### src/core/cascade_timer_pkg.sv
/*
 * constants, mode and source codes and the state record types shared by the
 * cascadable timer/counter top and its counting unit.
 * assumes one 40 MHz clock that also serves as the high-frequency source clock.
 */
package cascade_timer_pkg;

	localparam int CNT_W = 8;
	localparam int PRESC_W = 11;
	localparam int FS_DIV_W = 3;
	localparam logic [CNT_W-1:0] CNT_RST = 8'h00;
	localparam logic [PRESC_W-1:0] PRESC_RST = 11'h000;
	localparam logic [FS_DIV_W-1:0] FS_DIV_LAST = 3'h7;

	// mode codes
	localparam logic [2:0] MODE_TIMER = 3'h0;
	localparam logic [2:0] MODE_DIVIDER = 3'h1;
	localparam logic [2:0] MODE_PWM8 = 3'h2;
	localparam logic [2:0] MODE_CASCADE_LOW = 3'h3;
	localparam logic [2:0] MODE_TIMER16 = 3'h4;
	localparam logic [2:0] MODE_WARMUP = 3'h5;
	localparam logic [2:0] MODE_PWM16 = 3'h6;
	localparam logic [2:0] MODE_PULSE_GEN = 3'h7;

	// source clock codes
	localparam logic [2:0] SRC_SLOWEST = 3'h0;
	localparam logic [2:0] SRC_FC_DIV7 = 3'h1;
	localparam logic [2:0] SRC_FC_DIV5 = 3'h2;
	localparam logic [2:0] SRC_FC_DIV3 = 3'h3;
	localparam logic [2:0] SRC_FS = 3'h4;
	localparam logic [2:0] SRC_FC_DIV1 = 3'h5;
	localparam logic [2:0] SRC_FC = 3'h6;
	localparam logic [2:0] SRC_PIN = 3'h7;

	typedef struct packed {
		logic [CNT_W-1:0] count;
	} unit_state_t;

	typedef struct packed {
		logic [PRESC_W-1:0] presc;
		logic [2:0] fs_sync;
		logic fs_lvl;
		logic [FS_DIV_W-1:0] fs_div;
		logic [2:0] ev_sync;
		logic ev_lvl;
		logic irq_lo;
		logic irq_hi;
		logic cfg_err;
	} top_state_t;

endpackage

### src/core/timer_unit_if.sv
/*
 * signals between the timer top and one 8-bit counting unit.
 * assumes the top drives tick, clear, compare and compare enable each cycle.
 */
`timescale 1ns/1ps
interface timer_unit_if;
	logic tick;
	logic clr;
	logic cmp_en;
	logic [7:0] cmp;
	logic [7:0] count;
	logic match;
	logic wrap;

	modport core (input tick, input clr, input cmp_en, input cmp,
		output count, output match, output wrap);
	modport ctrl (output tick, output clr, output cmp_en, output cmp,
		input count, input match, input wrap);
endinterface

### src/core/timer_unit_core.sv
/*
 * one 8-bit up-counter with live compare, match pulse and overflow pulse.
 * assumes tick is a one-cycle pulse on the same clock and clr overrides it.
 */
`timescale 1ns/1ps
module timer_unit_core (
	// clock and reset
	input wire logic clk,
	input wire logic arst_n,
	// control and status
	timer_unit_if.core bus
);
	cascade_timer_pkg::unit_state_t st_ff, nxt_st;
	logic [7:0] inc;

	assign inc = st_ff.count + 8'h01;
	assign bus.count = st_ff.count;
	// compare uses the present register value, no shadow copy
	assign bus.match = bus.tick && !bus.clr && bus.cmp_en && (inc == bus.cmp);
	assign bus.wrap = bus.tick && !bus.clr && !bus.match && (inc == 8'h00);

	always_comb begin
		nxt_st = st_ff;
		if (bus.clr) begin
			nxt_st.count = cascade_timer_pkg::CNT_RST;
		end else if (bus.match) begin
			nxt_st.count = cascade_timer_pkg::CNT_RST;
		end else if (bus.tick) begin
			nxt_st.count = inc;
		end
	end

	always_ff @(posedge clk or negedge arst_n) begin
		if (!arst_n) begin
			st_ff <= '0;
		end else begin
			st_ff <= nxt_st;
		end
	end
endmodule

### src/core/cascade_timer_top.sv
/*
 * two 8-bit timer/counters with per-mode source checking, prescaler, event pin
 * and 16-bit cascade. settings arrive as plain ports.
 * assumes CLK is the high-frequency clock; the low-frequency clock and the
 * event pin are asynchronous inputs sampled here.
 */
`timescale 1ns/1ps
module cascade_timer_top (
	// clock and reset
	input wire logic CLK,
	input wire logic ARST_N,
	// asynchronous inputs
	input wire logic LOW_FREQ_CLK,
	input wire logic EVENT_PIN,
	// system settings
	input wire logic LOW_SPEED_MODE,
	input wire logic DIVIDER_TAP_SELECT,
	// lower unit settings
	input wire logic LOWER_RUN,
	input wire logic [2:0] LOWER_MODE_SELECT,
	input wire logic [2:0] LOWER_UNIT_CLOCK_SELECT,
	input wire logic [7:0] TIMER_COMPARE_REG_LO,
	// upper unit settings
	input wire logic UPPER_RUN,
	input wire logic [2:0] UPPER_MODE_SELECT,
	input wire logic [2:0] UPPER_CLOCK_SELECT,
	input wire logic [7:0] TIMER_COMPARE_REG_HI,
	// status
	output logic MATCH_INTERRUPT_LO,
	output logic MATCH_INTERRUPT_HI,
	output logic [7:0] COUNT_LO,
	output logic [7:0] COUNT_HI,
	output logic SOURCE_SELECT_ERROR
);
	cascade_timer_pkg::top_state_t st_ff, nxt_st;
	timer_unit_if unit[2] ();

	logic cascade;
	logic fc11, fc7, fc5, fc3, fc1;
	logic fs_edge, fs8_tick, ev_fall, slow_tick;
	logic [2:0] lo_mode;
	logic lo_ok, hi_ok, lo_run, m16;
	logic [15:0] cnt16_inc;

	// legal source per mode and system speed
	function automatic logic src_allowed(input logic [2:0] mode, input logic [2:0] sel,
		input logic low, input logic pin_ok);
		logic ok;
		ok = 1'b0;
		case (mode)
			cascade_timer_pkg::MODE_TIMER, cascade_timer_pkg::MODE_TIMER16: begin
				ok = (low ? sel == cascade_timer_pkg::SRC_SLOWEST
					: sel <= cascade_timer_pkg::SRC_FC_DIV3)
					|| (pin_ok && sel == cascade_timer_pkg::SRC_PIN);
			end
			cascade_timer_pkg::MODE_DIVIDER, cascade_timer_pkg::MODE_PULSE_GEN: begin
				ok = low ? sel == cascade_timer_pkg::SRC_SLOWEST
					: sel <= cascade_timer_pkg::SRC_FC_DIV3;
			end
			cascade_timer_pkg::MODE_PWM8, cascade_timer_pkg::MODE_PWM16: begin
				ok = low ? (sel == cascade_timer_pkg::SRC_SLOWEST
					|| sel == cascade_timer_pkg::SRC_FS)
					: sel != cascade_timer_pkg::SRC_PIN;
			end
			cascade_timer_pkg::MODE_WARMUP: begin
				ok = low ? sel == cascade_timer_pkg::SRC_FC
					: sel == cascade_timer_pkg::SRC_FS;
			end
			default: begin
				ok = 1'b0;
			end
		endcase
		return ok;
	endfunction

	function automatic logic src_tick(input logic [2:0] sel, input logic slow,
		input logic f7, input logic f5, input logic f3, input logic f1,
		input logic fs, input logic ev);
		logic t;
		t = 1'b0;
		case (sel)
			cascade_timer_pkg::SRC_SLOWEST: t = slow;
			cascade_timer_pkg::SRC_FC_DIV7: t = f7;
			cascade_timer_pkg::SRC_FC_DIV5: t = f5;
			cascade_timer_pkg::SRC_FC_DIV3: t = f3;
			cascade_timer_pkg::SRC_FS: t = fs;
			cascade_timer_pkg::SRC_FC_DIV1: t = f1;
			cascade_timer_pkg::SRC_FC: t = 1'b1;
			default: t = ev;
		endcase
		return t;
	endfunction

	// upper mode 1xx makes the pair one 16-bit counter
	assign cascade = UPPER_MODE_SELECT[2];
	assign fc11 = &st_ff.presc[10:0];
	assign fc7 = &st_ff.presc[6:0];
	assign fc5 = &st_ff.presc[4:0];
	assign fc3 = &st_ff.presc[2:0];
	assign fc1 = st_ff.presc[0];
	assign fs_edge = (st_ff.fs_sync[1] == st_ff.fs_sync[2]) && st_ff.fs_sync[2]
		&& !st_ff.fs_lvl;
	assign fs8_tick = fs_edge && (st_ff.fs_div == cascade_timer_pkg::FS_DIV_LAST);
	assign ev_fall = (st_ff.ev_sync[1] == st_ff.ev_sync[2]) && !st_ff.ev_sync[2]
		&& st_ff.ev_lvl;
	assign slow_tick = (LOW_SPEED_MODE || DIVIDER_TAP_SELECT) ? fs8_tick : fc11;

	// in 16-bit modes the lower unit is checked against the shared mode
	assign lo_mode = cascade ? UPPER_MODE_SELECT : LOWER_MODE_SELECT;
	assign lo_ok = src_allowed(lo_mode, LOWER_UNIT_CLOCK_SELECT, LOW_SPEED_MODE, cascade)
		&& (!cascade || LOWER_MODE_SELECT == cascade_timer_pkg::MODE_CASCADE_LOW);
	assign hi_ok = src_allowed(UPPER_MODE_SELECT, UPPER_CLOCK_SELECT, LOW_SPEED_MODE, 1'b1);
	assign lo_run = cascade ? UPPER_RUN : LOWER_RUN;
	assign cnt16_inc = {unit[1].count, unit[0].count} + 16'h0001;
	assign m16 = cascade && unit[0].tick
		&& cnt16_inc == {TIMER_COMPARE_REG_HI, TIMER_COMPARE_REG_LO};

	assign unit[0].tick = lo_run && lo_ok && src_tick(LOWER_UNIT_CLOCK_SELECT, slow_tick,
		fc7, fc5, fc3, fc1, fs_edge, ev_fall);
	assign unit[0].clr = !lo_run || m16;
	assign unit[0].cmp_en = !cascade;
	assign unit[0].cmp = TIMER_COMPARE_REG_LO;
	// cascaded upper byte ignores its own clock select
	assign unit[1].tick = cascade ? unit[0].wrap
		: UPPER_RUN && hi_ok && src_tick(UPPER_CLOCK_SELECT, slow_tick,
		fc7, fc5, fc3, fc1, fs_edge, ev_fall);
	assign unit[1].clr = !UPPER_RUN || m16;
	assign unit[1].cmp_en = !cascade;
	assign unit[1].cmp = TIMER_COMPARE_REG_HI;

	for (genvar i = 0; i < 2; i++) begin : g_unit
		timer_unit_core u_core (
			.clk(CLK),
			.arst_n(ARST_N),
			.bus(unit[i])
		);
	end

	always_comb begin
		nxt_st = st_ff;
		nxt_st.presc = st_ff.presc + 11'h001;
		nxt_st.fs_sync = {st_ff.fs_sync[1:0], LOW_FREQ_CLK};
		nxt_st.ev_sync = {st_ff.ev_sync[1:0], EVENT_PIN};
		if (st_ff.fs_sync[1] == st_ff.fs_sync[2]) begin
			nxt_st.fs_lvl = st_ff.fs_sync[2];
		end
		if (st_ff.ev_sync[1] == st_ff.ev_sync[2]) begin
			nxt_st.ev_lvl = st_ff.ev_sync[2];
		end
		if (fs_edge) begin
			nxt_st.fs_div = st_ff.fs_div + 3'h1;
		end
		nxt_st.irq_lo = unit[0].match;
		nxt_st.irq_hi = unit[1].match || m16;
		nxt_st.cfg_err = (lo_run && !lo_ok) || (!cascade && UPPER_RUN && !hi_ok);
	end

	always_ff @(posedge CLK or negedge ARST_N) begin
		if (!ARST_N) begin
			st_ff <= '0;
		end else begin
			st_ff <= nxt_st;
		end
	end

	assign MATCH_INTERRUPT_LO = st_ff.irq_lo;
	assign MATCH_INTERRUPT_HI = st_ff.irq_hi;
	assign COUNT_LO = unit[0].count;
	assign COUNT_HI = unit[1].count;
	assign SOURCE_SELECT_ERROR = st_ff.cfg_err;
endmodule

### config.mk
export PLATFORM = sky130hd
export DESIGN_NAME = cascade_timer_top
export DESIGN_NICKNAME = d
export VERILOG_FILES = /design/src/core/cascade_timer_pkg.sv /design/src/core/timer_unit_if.sv /design/src/core/timer_unit_core.sv /design/src/core/cascade_timer_top.sv
export SDC_FILE = /design/constraint.sdc
export NUM_CORES = 1
export LEC_CHECK = 0
export BUFFER_PORTS_ARGS = -buffer_cell sky130_fd_sc_hd__buf_2
export CAP_MARGIN = 20
export CORE_MARGIN = 3
export CORE_UTILIZATION = 60
export DETAILED_ROUTE_END_ITERATION = 7
export GPL_ROUTABILITY_DRIVEN = 1
export GPL_TIMING_DRIVEN = 0
export HOLD_SLACK_MARGIN = 0.08
export PLACE_DENSITY = 0.95
export SLEW_MARGIN = 20
export SYNTH_ARGS = -nofsm -noshare
export SYNTH_HDL_FRONTEND = slang
export SYNTH_SLANG_ARGS = --single-unit
### constraint.sdc
create_clock -name CLK -period 9.16 [get_ports CLK]
set_input_delay 0.458 -clock CLK [delete_from_list [all_inputs] [get_ports CLK]]
set_output_delay 0.458 -clock CLK [all_outputs]
set_load 0.05 [all_outputs]
; ---- Word level (Yosys, flattened, before mapping)
; Index checks and enable logic that the tools add are counted.
[op_classes]
n_addsub = 5
mul = 0
n_div = 0
magnitude_cmp = 2
eq_ne = 35
shifts = 0
muxes = 20
n_bitwise = 0
n_reduce_logical = 61
[op_table]
columns = cell, count
row1 = == test 3 bit (second input constant), 17
row2 = 2-to-1 mux 8 bit, 6
row3 = logical AND 1 bit, 24
row4 = == test 3 x 2 -> 1 bit (second input constant), 7
row5 = adder 16 x 1 -> 16 bit (second input constant), 1
row6 = adder 8 x 1 -> 8 bit (second input constant), 2
row7 = == test 16 bit, 1
row8 = == test 8 bit, 2
row9 = case mux 1 bit (7 select lines), 2
row10 = == test 3 x 1 -> 1 bit (second input constant), 4
row11 = zero test 3 bit, 4
row12 = OR reduction 2 bit, 6
row13 = adder 11 x 1 -> 11 bit (second input constant), 1
row14 = AND reduction 11 bit, 1
row15 = zero test 1 bit, 10
row16 = logical OR 1 bit, 10
row17 = 2-to-1 mux 1 bit, 9
row18 = zero test 8 bit, 1
row19 = case mux 1 bit (4 select lines), 2
row20 = AND reduction 7 bit, 1
row21 = <= comparator 3 x 2 -> 1 bit (second input constant), 2
row22 = != test 3 bit (second input constant), 2
row23 = nonzero test 3 bit, 2
row24 = AND reduction 5 bit, 1
row25 = 4 further kinds, 5
[word_totals]
regBits = 41
latchBits = 0
ramBits = 0
mem_bits_ro = 0
inputBits = 36
output_inout_bits = 19
wordCells = 134
n_memories = 0

; ---- Longest topological paths before layout
; Gate-level depths: netlist of run 1.
[logic_depth]
depth_word = 23
mapped_depth = 12
mapped_depth_nobuf = 10

; ---- By module
; Synthesis of run 1 repeated with hierarchy kept, for this count alone.
[unflattened]
cells_unflattened = 431
area_unflattened_um2 = 3817.4
[by_module_without_submodules]
columns = module, instances, cells_per_inst, area_each_um2, seq_area_each_um2
row1 = cascade_timer_top, 1, 227, 2013.2, 625.6
row2 = timer_unit_core, 2, 102, 902.1, 200.2

; ---- Least setup slack after synthesis of run 1
; No wires, ideal clock.
[synth_path]
kind = flip-flop to flip-flop
startpoint = register g_unit[0].u_core.st_ff (netlist bit g_unit[0].u_core.bus.count[1])
endpoint = register g_unit[1].u_core.st_ff (netlist bit g_unit[1].u_core.bus.count[5])
setup_time_ns = 0.077
arrival_ns = 3.266
t_required_ns = 9.083
setup_slack_ns = 5.817
path_stages_with_launch = 11
path_buffers = 2
synth_period_minus_slack_ns = 3.343
cell_sequence = dfrtp_1 -> ha_1 -> clkbuf_1 -> and2_0 -> clkbuf_1 -> xnor2_1 -> a31oi_1 -> or4b_2 -> o31a_1 -> or4_1 -> a21oi_1
[synth_via]
elab_chain_len = 17
elab_cells_between_ends = 23
classes_between = add/sub: 2 / eq/ne: 2 / mux: 3 / reduce/logical: 16
[synth_lines]
columns = element, line
row1 = start: declaration, timer_unit_core.sv:13  ; cascade_timer_pkg::unit_state_t st_ff, nxt_st;
row2 = start signal: assignment, timer_unit_core.sv:37  ; st_ff <= nxt_st;
row3 = adder 16 x 1 -> 16 bit, cascade_timer_top.sv:114  ; assign cnt16_inc = {unit[1].count, unit[0].count} + 16'h0001;
row4 = == test 16 bit, cascade_timer_top.sv:116  ; && cnt16_inc == {TIMER_COMPARE_REG_HI, TIMER_COMPARE_REG_LO};
row5 = logical AND 1 bit, cascade_timer_top.sv:116
row6 = logical OR 1 bit, cascade_timer_top.sv:120  ; assign unit[0].clr = !lo_run || m16;
row7 = zero test 1 bit, "timer_unit_core.sv:19, timer_unit_core.sv:20"
row8 = logical AND 1 bit, "timer_unit_core.sv:19, timer_unit_core.sv:20"
row9 = logical AND 1 bit (2 in series), timer_unit_core.sv:19  ; assign bus.match = bus.tick && !bus.clr && bus.cmp_en && (inc == bus.cmp);
row10 = zero test 1 bit, timer_unit_core.sv:20  ; assign bus.wrap = bus.tick && !bus.clr && !bus.match && (inc == 8'h00);
row11 = logical AND 1 bit (2 in series), timer_unit_core.sv:20
row12 = 2-to-1 mux 1 bit, cascade_timer_top.sv:124  ; assign unit[1].tick = cascade ? unit[0].wrap
row13 = logical AND 1 bit (3 in series), timer_unit_core.sv:19
row14 = 2-to-1 mux 8 bit, timer_unit_core.sv:26  ; end else if (bus.match) begin
row15 = 2-to-1 mux 8 bit, timer_unit_core.sv:24  ; if (bus.clr) begin
row16 = end signal: assignment, timer_unit_core.sv:37
row17 = end: declaration, timer_unit_core.sv:13
; Parallel ways exist; a longest one is shown, timed or not.
; A chain may end at the register's enable or synchronous reset.

; ---- Final worst setup path of run 1
[layout_path]
startpoint = register g_unit[0].u_core.st_ff (netlist bit g_unit[0].u_core.bus.count[1])
endpoint = register g_unit[1].u_core.st_ff (netlist bit g_unit[1].u_core.bus.count[3])
; The elaborated chain is that of the path after synthesis.

==> results of run 1 <==
-- sequential cells by signal, summed over array words and instances (netlist names) --
signal                   count
st_ff                       17
g_unit.u_core.bus.count     16
nxt_st                       4
MATCH_INTERRUPT_HI           1
MATCH_INTERRUPT_LO           1
SOURCE_SELECT_ERROR          1
fc1                          1
-- Yosys cell counts, types with 8 or more instances --
master     n
nand4_1    8
xor2_1    17
ha_1       8
dfrtp_1   41
inv_1     11
nand2_1   24
nor3_1     8
o21ai_0   12
nor2_1    16
a21oi_1   17
clkbuf_1  13
nand3_1   15
xnor2_1   22
-- per-stage QoR --
step / setup WS (ps) / utilization
final: 5540 / 0.747
after global routing: 5320 / 0.747
after CTS: 5640 / 0.747
after detailed placement: 5680 / 0.716
after global placement: 5640 / 0.715
after floorplan: 5820 / -
-- worst register-to-register path, delay by kind of cell (launching register included) --
kind	cells	cell delay, ps
simple gates	3	540
buf+inv	2	540
compound gates	4	1710
fa+ha+maj	1	200
flops	1	520
-- worst paths after layout --
kind,to,from,slack (ps)
setup / recovery,g_unit[1].u_core.bus.count[3],g_unit[0].u_core.bus.count[1],5540
hold / removal,nxt_st[5],EVENT_PIN,270
setup reg to reg,g_unit[1].u_core.bus.count[3],g_unit[0].u_core.bus.count[1],5540
hold reg to reg,nxt_st[13],nxt_st[12],350
max in group asynchronous,st_ff[7],ARST_N,8300
min in group asynchronous,st_ff[21],ARST_N,280
-- final cells by class --
class	count	share of cell area
multi-input cells	251	0.521
flip-flops and latches	41	0.303
repair buffers	49	0.0724
plain buffers	20	0.0266
well taps	65	0.0240
clock buffers	5	0.0203
clock inverters	3	0.0203
inverters	11	0.0122
-- layer usage --
layer,vias to the layer above,share of wire
met5,-,0
li1,1304,-
met2,206,0.47
met3,34,0.086
met4,0,0.028
met1,1291,0.42
-- report_power, final --
| part | internal, W | switching (W) |
|---|---|---|
| combinational | 0.0000308 | 0.0000406 |
| sequential | 0.000191 | 0.00000633 |
| clock | 0.000110 | 0.0000672 |
| total | 0.000332 | 0.000114 |
-- cells by family (layout without fill, tap and decap cells) --
group | count (synthesis) | in the layout | synth area share
compound gates | 73 | 73 | 0.176
xor+xnor | 40 | 40 | 0.125
fa+ha+maj | 10 | 10 | 0.0412
buf+inv | 31 | 88 | 0.0451
flops | 41 | 41 | 0.352
mux | 11 | 11 | 0.0403
simple gates | 117 | 117 | 0.220
==> run_results.csv, run 1 <==
group,metric,value,unit
cells_and_area,regArea,1030,um2
routing,avgRoutedWirePerCell,16.6,um
logic_synthesis,syn-num-nets,367,
power_and_ir_drop,leakagePower,1.53,nW
clocking,cts_setup_buffers,0,
logic_synthesis,synth.top_cell.area_share,0.352,
critical_path,cp-start-kind,"flip-flop",
logic_synthesis,syn_area,2920,um2
global_routing,grt_pass1_wl,12100,um
routing,dr_total_vias,2835,
logic_synthesis,ys_top_cells_by_area,"dfrtp_1, xnor2_1, xor2_1",
routing,via_per_inst,6.37,
critical_path,critical-path-max-stage-delay,660,ps
routing,ant_nets,0,
timing,hold_violations,0,
global_routing,grtUsageMet3,0.0554,
cells_and_area,final_area,3390,um2
place,placed_area,3250,um2
critical_path,worst-path-buf-inv,2,
logic_synthesis,synth_cell_types,59,
place,io_buffer_count,49,
logic_synthesis,ys_ff_latch,41,
cells_and_area,synthToLayoutAreaGrowth,16.1,%
floorplanning,die_y,75.7,um
run,maxCapViolCount,0,
global_routing,use_met1,0.350,
cells_and_area,drive_gt1_frac,0.203,
min_path,hold_class,"input port to flip-flop",
global_routing,antenna_found_initial,0,
routing,drt_drc_violations_left,0,
cells_and_area,layout.nets,423,
timing,slew_headroom,0.397,
routing,drt_iter0_drc,390,
cells_and_area,multiInputGateArea,1760,um2
timing,setup_violations,0,
clocking,cts_hold_buf,0,
critical_path,cpMostUsedCell,"clkbuf_1",
cells_and_area,final_common_cell,"buf_2",
floorplanning,start_util,0.643,
clocking,cts-resized-gates,0,
critical_path,crit_arrival,3800,ps
timing,timing.hold.ws,272,ps
logic_synthesis,synth_edf_count,0,
critical_path,path_cells,"ha_1 > clkbuf_1 > and2_0 > clkbuf_1 > nand4b_1 > a2111oi_0 > o2111a_1 > o31a_1 > nor2_1 > a221o_1",
critical_path,critical_path_cell_count,10,
timing,slew_viol_final,0,
logic_synthesis,syn_area_per_cell,9.03,um2
logic_synthesis,synthArstFlopShare,1.00,
timing,fin_crit,3620,ps
power_and_ir_drop,cellPowerDensity,132,nW/um2
min_path,hold_path_depth,1,
global_routing,overflow,0,
global_routing,use_met2,0.430,
clocking,cts_inserted_buffers,5,
clocking,cts_tree,"built",
logic_synthesis,seq_area_frac_synth,0.352,
floorplanning,io_pins,55,
clocking,root_buffer,"clkbuf_8",
timing,worst_pin_slew,905,ps
floorplanning,die_area,5730,um2
global_routing,grt_usage,0.269,
routing,firstDrtPassIters,6,
timing,fmax,276,MHz
critical_path,rr_worst_depth,10,
clocking,cts_num_sinks,41,
logic_synthesis,synth_top_cell_by_area,"dfrtp_1",
floorplanning,coreArea,4530,um2
cells_and_area,n_fill_cell,317,
power_and_ir_drop,vdd_drop_max,92.8,uV
place,hpwl,5210,um
critical_path,crit_path_end_kind,"flip-flop",
global_routing,grt_max_degree,42,
critical_path,cpLargestDelayFamily,"compound AO/OA/AOI/OAI gates",
clocking,insertion_delay,300,ps
clocking,clk_path_buf_depth,2,
global_routing,grt_pass1_vias,2697,
status,status,"complete, no violations",
critical_path,critPathKind,"flip-flop to flip-flop",
logic_synthesis,ys.flop_type,"dfrtp_1",
floorplanning,dieWidth,75.7,um
global_routing,grt-busiest-layer,"met2",
cells_and_area,diodes,0,
logic_synthesis,synth_cells,323,
timing,fin_worst_skew,13.0,ps
critical_path,cp_max_fo,9,
routing,drt_wl_total,7370,um
logic_synthesis,yosysWarnings,0,
floorplanning,core.rowCount,24,
cells_and_area,mostFrequentLayoutCells,"buf_2, dfrtp_1, nand2_1, xnor2_1",
timing,tns,0,ps
place,dp_cells,437,
place,place_congestion,0.970,
timing,fin_crit_sh,0.395,
power_and_ir_drop,totalPowerFinal,0.000446,W
cells_and_area,stdcell_count,445,
critical_path,slowest_stage,"a2111oi_0",
critical_path,worst_ep_required_time,9340,ps
clocking,cts.reportedPaths.clkPinSlew,80,ps
timing,rsz0062_at_grt,"no",
clocking,cts_max_level,2,
Power figures use the tool's default switching activity.
==> run 2, diff against run 1 <==
--- a/config.mk
+++ b/config.mk
@@ -5,15 +5,16 @@
 export SDC_FILE = /design/constraint.sdc
 export NUM_CORES = 1
 export LEC_CHECK = 0
+export ABC_AREA = 1
 export BUFFER_PORTS_ARGS = -buffer_cell sky130_fd_sc_hd__buf_2
 export CAP_MARGIN = 20
 export CORE_MARGIN = 3
-export CORE_UTILIZATION = 60
+export CORE_UTILIZATION = 57
 export DETAILED_ROUTE_END_ITERATION = 7
 export GPL_ROUTABILITY_DRIVEN = 1
 export GPL_TIMING_DRIVEN = 0
 export HOLD_SLACK_MARGIN = 0.08
-export PLACE_DENSITY = 0.95
+export PLACE_DENSITY = 0.9
 export SLEW_MARGIN = 20
 export SYNTH_ARGS = -nofsm -noshare
 export SYNTH_HDL_FRONTEND = slang
==> constraint.sdc (replaced) <==
create_clock -name CLK -period 3.57 [get_ports CLK]
set_input_delay 0.1785 -clock CLK [delete_from_list [all_inputs] [get_ports CLK]]
set_output_delay 0.1785 -clock CLK [all_outputs]
set_load 0.05 [all_outputs]
==> run_results.csv, run 2 <==
group,metric,value,unit
clocking,cts.reportedPaths.clkPinSlew,90,ps
routing,drt_drc_violations_left,0,
global_routing,overflow,0,
critical_path,crit_path_end_kind,"flip-flop",
clocking,cts_tree,"built",
cells_and_area,drive_gt1_frac,0.187,
logic_synthesis,synth_most_common_cell,"nand2_1",
floorplanning,die_y,82.7,um
critical_path,critical-path-max-stage-delay,480,ps
logic_synthesis,synth_cell_types,36,
cells_and_area,largest_reg_flops,17,
logic_synthesis,synth.top_cell.area_share,0.306,
critical_path,cpMostUsedCell,"nand2_1",
logic_synthesis,synth_cells,493,
critical_path,cp_max_fo,8,
floorplanning,dieWidth,82.7,um
logic_synthesis,synth_edf_count,0,
global_routing,antenna_found_initial,0,
critical_path,path_cells,"ha_1 > nand2_1 > nor2_2 > nand2_1 > nand2_1 > nand2_2 > nand2_1 > nand2_1 > a21oi_1 > nand3_1 > inv_1 > nand4_4 > nand3_1 > nand2_1",
place,place_congestion,0.926,
timing,fin_worst_skew,10.8,ps
routing,ant_nets,0,
routing,avgRoutedWirePerCell,13.3,um
floorplanning,die_area,6830,um2
cells_and_area,final_common_cell,"nand2_1",
routing,drt_wl_total,8340,um
timing,fin_crit,2370,ps
clocking,cts_inserted_buffers,5,
critical_path,slowest_stage,"dfrtp_1",
min_path,hold_class,"input port to flip-flop",
timing,tns,0,ps
logic_synthesis,synthArstFlopShare,1.00,
routing,via_per_inst,5.52,
routing,drt_iter0_drc,283,
power_and_ir_drop,cellPowerDensity,287,nW/um2
cells_and_area,n_fill_cell,482,
global_routing,grt_pass1_wl,13600,um
routing,firstDrtPassIters,5,
critical_path,worst_ep_required_time,3760,ps
clocking,insertion_delay,300,ps
power_and_ir_drop,leakagePower,2.06,nW
timing,rsz0062_at_grt,"no",
timing,worst_pin_slew,915,ps
place,hpwl,6500,um
global_routing,grt_usage,0.256,
timing,slew_headroom,0.390,
logic_synthesis,syn_area,3350,um2
timing,fin_crit_sh,0.664,
floorplanning,coreArea,5610,um2
cells_and_area,regMostFlops,"st_ff",
clocking,root_buffer,"clkbuf_8",
cells_and_area,final_util,0.687,
logic_synthesis,ys.flop_type,"dfrtp_1",
logic_synthesis,ys_top_cells_by_area,"dfrtp_1, nand2_1, nand3_1",
logic_synthesis,syn-num-nets,537,
power_and_ir_drop,vdd_drop_max,218,uV
floorplanning,io_pins,55,
global_routing,grt_max_degree,42,
logic_synthesis,synth_top_cell_by_area,"dfrtp_1",
timing,fmax,422,MHz
logic_synthesis,ys_ff_latch,41,
critical_path,critPathKind,"flip-flop to flip-flop",
cells_and_area,diodes,0,
logic_synthesis,yosys-top-cells-count,"nand2_1, inv_1, nand3_1",
cells_and_area,mostFrequentLayoutCells,"nand2_1, inv_1, nand3_1, buf_2, nor2_1",
critical_path,crit_arrival,2560,ps
cells_and_area,synthToLayoutAreaGrowth,14.9,%
clocking,cts_num_sinks,41,
logic_synthesis,seq_area_frac_synth,0.306,
routing,dr_total_vias,3470,
floorplanning,start_util,0.598,
clocking,cts-resized-gates,0,
cells_and_area,layout.nets,600,
clocking,clk_path_buf_depth,2,
timing,hold_violations,0,
place,io_buffer_count,53,
run,maxCapViolCount,0,
floorplanning,core.rowCount,27,
critical_path,cp-start-kind,"flip-flop",
timing,setup_violations,0,
clocking,cts_max_level,2,
logic_synthesis,yosysWarnings,0,
global_routing,grt_pass1_vias,3084,
timing,slew_viol_final,0,
logic_synthesis,syn_area_per_cell,6.80,um2
status,status,"complete, no violations",
-- run 2: worst max-delay path, delay by kind of cell (launching register included) --
| kind | cells | cell delay (ps) |
|---|---|---|
| compound gates | 1 | 140 |
| fa+ha+maj | 1 | 230 |
| buf+inv | 1 | 140 |
| simple gates | 11 | 1290 |
| flops | 1 | 480 |
-- run 2: timing repair --
| item | CTS | global route |
|---|---|---|
| endpoints found under the setup margin | 0 | 0 |
| hold buffers | 3 | 0 |
| setup buffers | 0 | 0 |
| endpoints found under the hold margin | 43 | 0 |
-- run 2: report_power, final --
group	switching, W	total (W)	internal, W
clock	0.000174	0.000383	0.000209
combinational	0.000133	0.000210	0.0000765
sequential	0.0000211	0.000512	0.000491
-- run 2: stage by stage --
step                      setup slack (ps)  std cells  area [um2]  power [W]  hold WS [ps]
after floorplan                       1230        493        3350   0.000645          -117
after detailed placement              1240        618        3710   0.000724           288
after global placement                1350        618        3710   0.000705           287
after CTS                             1220        629        3850    0.00111           188
after global routing                  1000        629        3850    0.00116           230
final                                 1200        629        3850    0.00110           196
-- run 2: path summary, 6_finish.rpt --
kind / to / start / slack, ps / depth (start not counted)
min reg2reg: nxt_st[13] / nxt_st[12] / 350 / 0
min: SOURCE_SELECT_ERROR / UPPER_RUN / 200 / 3
min in group asynchronous: st_ff[13] / ARST_N / 550 / 2
max in group asynchronous: g_unit[0].u_core.bus.count[2] / ARST_N / 2450 / 2
max reg2reg: g_unit[0].u_core.bus.count[2] / g_unit[0].u_core.bus.count[0] / 1200 / 14
max: g_unit[0].u_core.bus.count[2] / g_unit[0].u_core.bus.count[0] / 1200 / 14
-- run 2: cell type report --
type / count / area, um2 / area share
multi-input combinational: 378 / 2030 / 0.528
sequential: 41 / 1030 / 0.266
timing repair buffer: 56 / 295 / 0.0767
inverter: 70 / 263 / 0.0682
tap: 72 / 90.1 / 0.0234
clock buffer: 5 / 68.8 / 0.0179
clock inverter: 3 / 46.3 / 0.0120
buffer: 4 / 27.5 / 0.00715
-- run 2: logic make-up after synthesis --
logic type               after synthesis  synth area share
AND/OR/NAND/NOR                      310             0.445
flip-flops                            41             0.306
XOR/XNOR                              28            0.0732
adder cells (fa/ha/maj)                8            0.0299
AO/OA/AOI/OAI                         31            0.0553
multiplexers                           1           0.00336
buffers and inverters                 74            0.0866
-- run 2: layer usage --
layer / share of wire / GRT usage
met5: 0 / 0
met4: 0.0096 / 0.0572
met3: 0.078 / 0.0499
met2: 0.49 / 0.449
met1: 0.42 / 0.327
==> run 3, diff against run 2 <==
--- a/config.mk
+++ b/config.mk
@@ -5,11 +5,11 @@
 export SDC_FILE = /design/constraint.sdc
 export NUM_CORES = 1
 export LEC_CHECK = 0
-export ABC_AREA = 1
+export ABC_AREA = 0
 export BUFFER_PORTS_ARGS = -buffer_cell sky130_fd_sc_hd__buf_2
 export CAP_MARGIN = 20
 export CORE_MARGIN = 3
-export CORE_UTILIZATION = 57
+export CORE_UTILIZATION = 56
 export DETAILED_ROUTE_END_ITERATION = 7
 export GPL_ROUTABILITY_DRIVEN = 1
 export GPL_TIMING_DRIVEN = 0
==> constraint.sdc (replaced) <==
create_clock -name CLK -period 2.3 [get_ports CLK]
set_input_delay 0.115 -clock CLK [delete_from_list [all_inputs] [get_ports CLK]]
set_output_delay 0.115 -clock CLK [all_outputs]
set_load 0.05 [all_outputs]
==> run_results.csv, run 3 (synthesis results as in run 1) <==
group,metric,value,unit
cells_and_area,drive_gt1_frac,0.400,
floorplanning,coreArea,4880,um2
critical_path,cpLargestDelayFamily,"compound AO/OA/AOI/OAI gates",
routing,ant_nets,0,
critical_path,crit_arrival,3160,ps
critical_path,path_cells,"ha_4 > xor2_1 > nor2_1 > nand4_1 > a2111oi_4 > o2111a_2 > o31a_1 > buf_6 > nor2_4 > a221o_1",
status,status,"complete, but fails checks",
global_routing,grt_usage,0.299,
cells_and_area,synthToLayoutAreaGrowth,38.0,%
global_routing,antenna_found_initial,0,
place,io_buffer_count,49,
status,violations,"negative setup slack",
routing,drt_drc_violations_left,0,
place,hpwl,5330,um
cells_and_area,final_common_cell,"buf_2",
cells_and_area,largest_reg_flops,17,
critical_path,cp_max_fo,6,
power_and_ir_drop,cellPowerDensity,433,nW/um2
timing,slew_viol_final,0,
timing,fmax,337,MHz
critical_path,worst_ep_required_time,2490,ps
clocking,clk_path_buf_depth,2,
timing,hold_violations,0,
cells_and_area,diodes,0,
routing,dr_total_vias,3270,
routing,drt_iter0_drc,434,
timing,slew_headroom,0.369,
critical_path,critical-path-max-stage-delay,540,ps
timing,setup_violations,17,
critical_path,worst-path-buf-inv,1,
timing,rsz0062_at_grt,"yes",
power_and_ir_drop,p_comb_frac,0.202,
critical_path,rr_worst_depth,10,
critical_path,slowest_stage,"dfrtp_4",
floorplanning,io_pins,55,
clocking,cts_inserted_buffers,5,
cells_and_area,regMostFlops,"st_ff",
floorplanning,die_y,78.2,um
routing,wl_met3,948,um
power_and_ir_drop,vdd_drop_max,364,uV
critical_path,cp-start-kind,"flip-flop",
timing,fin_crit_sh,1.29,
critical_path,crit_path_end_kind,"flip-flop",
power_and_ir_drop,p_sw,0.000500,W
clocking,insertion_delay,310,ps
routing,wl_met1,3650,um
power_and_ir_drop,p_sw_frac,0.287,
routing,highest_layer,"met4",
cells_and_area,layout.nets,461,
timing,fin_worst_skew,10.2,ps
routing,avgRoutedWirePerCell,20.9,um
min_path,hold_path_depth,3,
timing,setup_ws,-669,ps
timing,fin_crit,2970,ps
routing,firstDrtPassIters,6,
floorplanning,die_area,6110,um2
routing,routed-wl-met2,4850,um
clocking,cts_max_level,2,
cells_and_area,final_util,0.825,
power_and_ir_drop,cellInternalPower,0.00124,W
power_and_ir_drop,seq_power_share,0.455,
global_routing,grt_pass1_vias,3003,
routing,drt_wl_total,10100,um
global_routing,overflow,0,
global_routing,grt_pass1_wl,14400,um
cells_and_area,n_fill_cell,264,
place,place_congestion,0.916,
power_and_ir_drop,clockPowerShare,0.344,
timing,tns,-8370,ps
clocking,cts.reportedPaths.clkPinSlew,90,ps
run,maxCapViolCount,0,
critical_path,critical_path_cell_count,10,
timing,worst_pin_slew,947,ps
clocking,root_buffer,"clkbuf_8",
routing,via_per_inst,6.74,
min_path,hold_class,"input port to flip-flop",
clocking,cts_num_sinks,41,
floorplanning,dieWidth,78.2,um
clocking,cts_tree,"built",
floorplanning,core.rowCount,25,
cells_and_area,mostFrequentLayoutCells,"buf_2, buf_4, dfrtp_1, nand2_1, xnor2_1",
floorplanning,start_util,0.597,
critical_path,critPathKind,"flip-flop to flip-flop",
power_and_ir_drop,leakagePower,1.74,nW
global_routing,grt_max_degree,42,
==> run 3: cell count changes in the layout (fill, tap and decap cells not counted), moves of 13 or more <==
cell / change
nand2_1: -122
inv_1: -52
nand3_1: -50
nor2_1: -35
buf_4: +34
dfrtp_1: -13
==> run 3: final timing paths <==
path                                               startpoint                       endpoint  slack [ps]
worst min-delay path                                UPPER_RUN  g_unit[1].u_core.bus.count[5]         170
worst max register to register  g_unit[0].u_core.bus.count[1]  g_unit[1].u_core.bus.count[3]        -670
max in group asynchronous                              ARST_N  g_unit[0].u_core.bus.count[1]        1110
worst max-delay path            g_unit[0].u_core.bus.count[1]  g_unit[1].u_core.bus.count[3]        -670
worst min register to register                      nxt_st[5]                      nxt_st[6]         350
min in group asynchronous                              ARST_N  g_unit[0].u_core.bus.count[3]         500
==> run 3: timing repair <==
action | CTS | global route
hold buffers | 3 | 0
endpoints found under the hold margin | 43 | 0
gates cloned | 1 | 0
pin swaps | 20 | 13
setup endpoints to repair | 17 | 18
setup buffers | 29 | 14
gates resized for setup | 37 | 23
==> run 3: final cells by class <==
type	instances	area, um2	share of cell area
inverters	11	41.3	0.0103
clock buffers	6	72.6	0.0180
flip-flops and latches	41	1040	0.260
well taps	67	83.8	0.0208
multi-input cells	251	2040	0.506
repair buffers	96	632	0.157
clock inverters	2	38.8	0.00964
plain buffers	11	73.8	0.0183
==> run 3: power by group through the flow <==
stage	logic [W]	registers [W]	clock network [W]
floorplan	0.000173	0.000815	0
global placement	0.000270	0.000801	0
detailed placement	0.000285	0.000805	0
CTS	0.000321	0.000790	0.000600
global route	0.000378	0.000796	0.000635
finish	0.000351	0.000791	0.000598
==> run 3: worst reg2reg max path: cells and delay by family, from the launching register on <==
family | cells | cell delay [ps]
adder cells (fa/ha/maj) | 1 | 260
AO/OA/AOI/OAI | 4 | 1280
flip-flops | 1 | 540
buffers and inverters | 1 | 140
AND/OR/NAND/NOR | 3 | 500
XOR/XNOR | 1 | 140
==> run 3: layer usage <==
| metal | vias to the layer above | track usage |
|---|---|---|
| li1 | 1374 | - |
| met1 | 1530 | 0.370 |
| met2 | 285 | 0.478 |
| met3 | 81 | 0.0619 |
| met4 | 0 | 0.185 |
| met5 | - | 0 |
==> run 3: stage by stage <==
| step | total power (W) | worst slack, ps | cells | hold WS [ps] | cell area (um2) |
|---|---|---|---|---|---|
| finish | 0.00174 | -669 | 485 | 165 | 4020 |
| floorplan | 0.000987 | -496 | 323 | -181 | 3050 |
| detailed placement | 0.00109 | -778 | 439 | 224 | 3380 |
| global placement | 0.00107 | -741 | 439 | 223 | 3380 |
| global route | 0.00181 | -754 | 485 | 168 | 4020 |
| CTS | 0.00171 | -434 | 471 | 136 | 3830 |
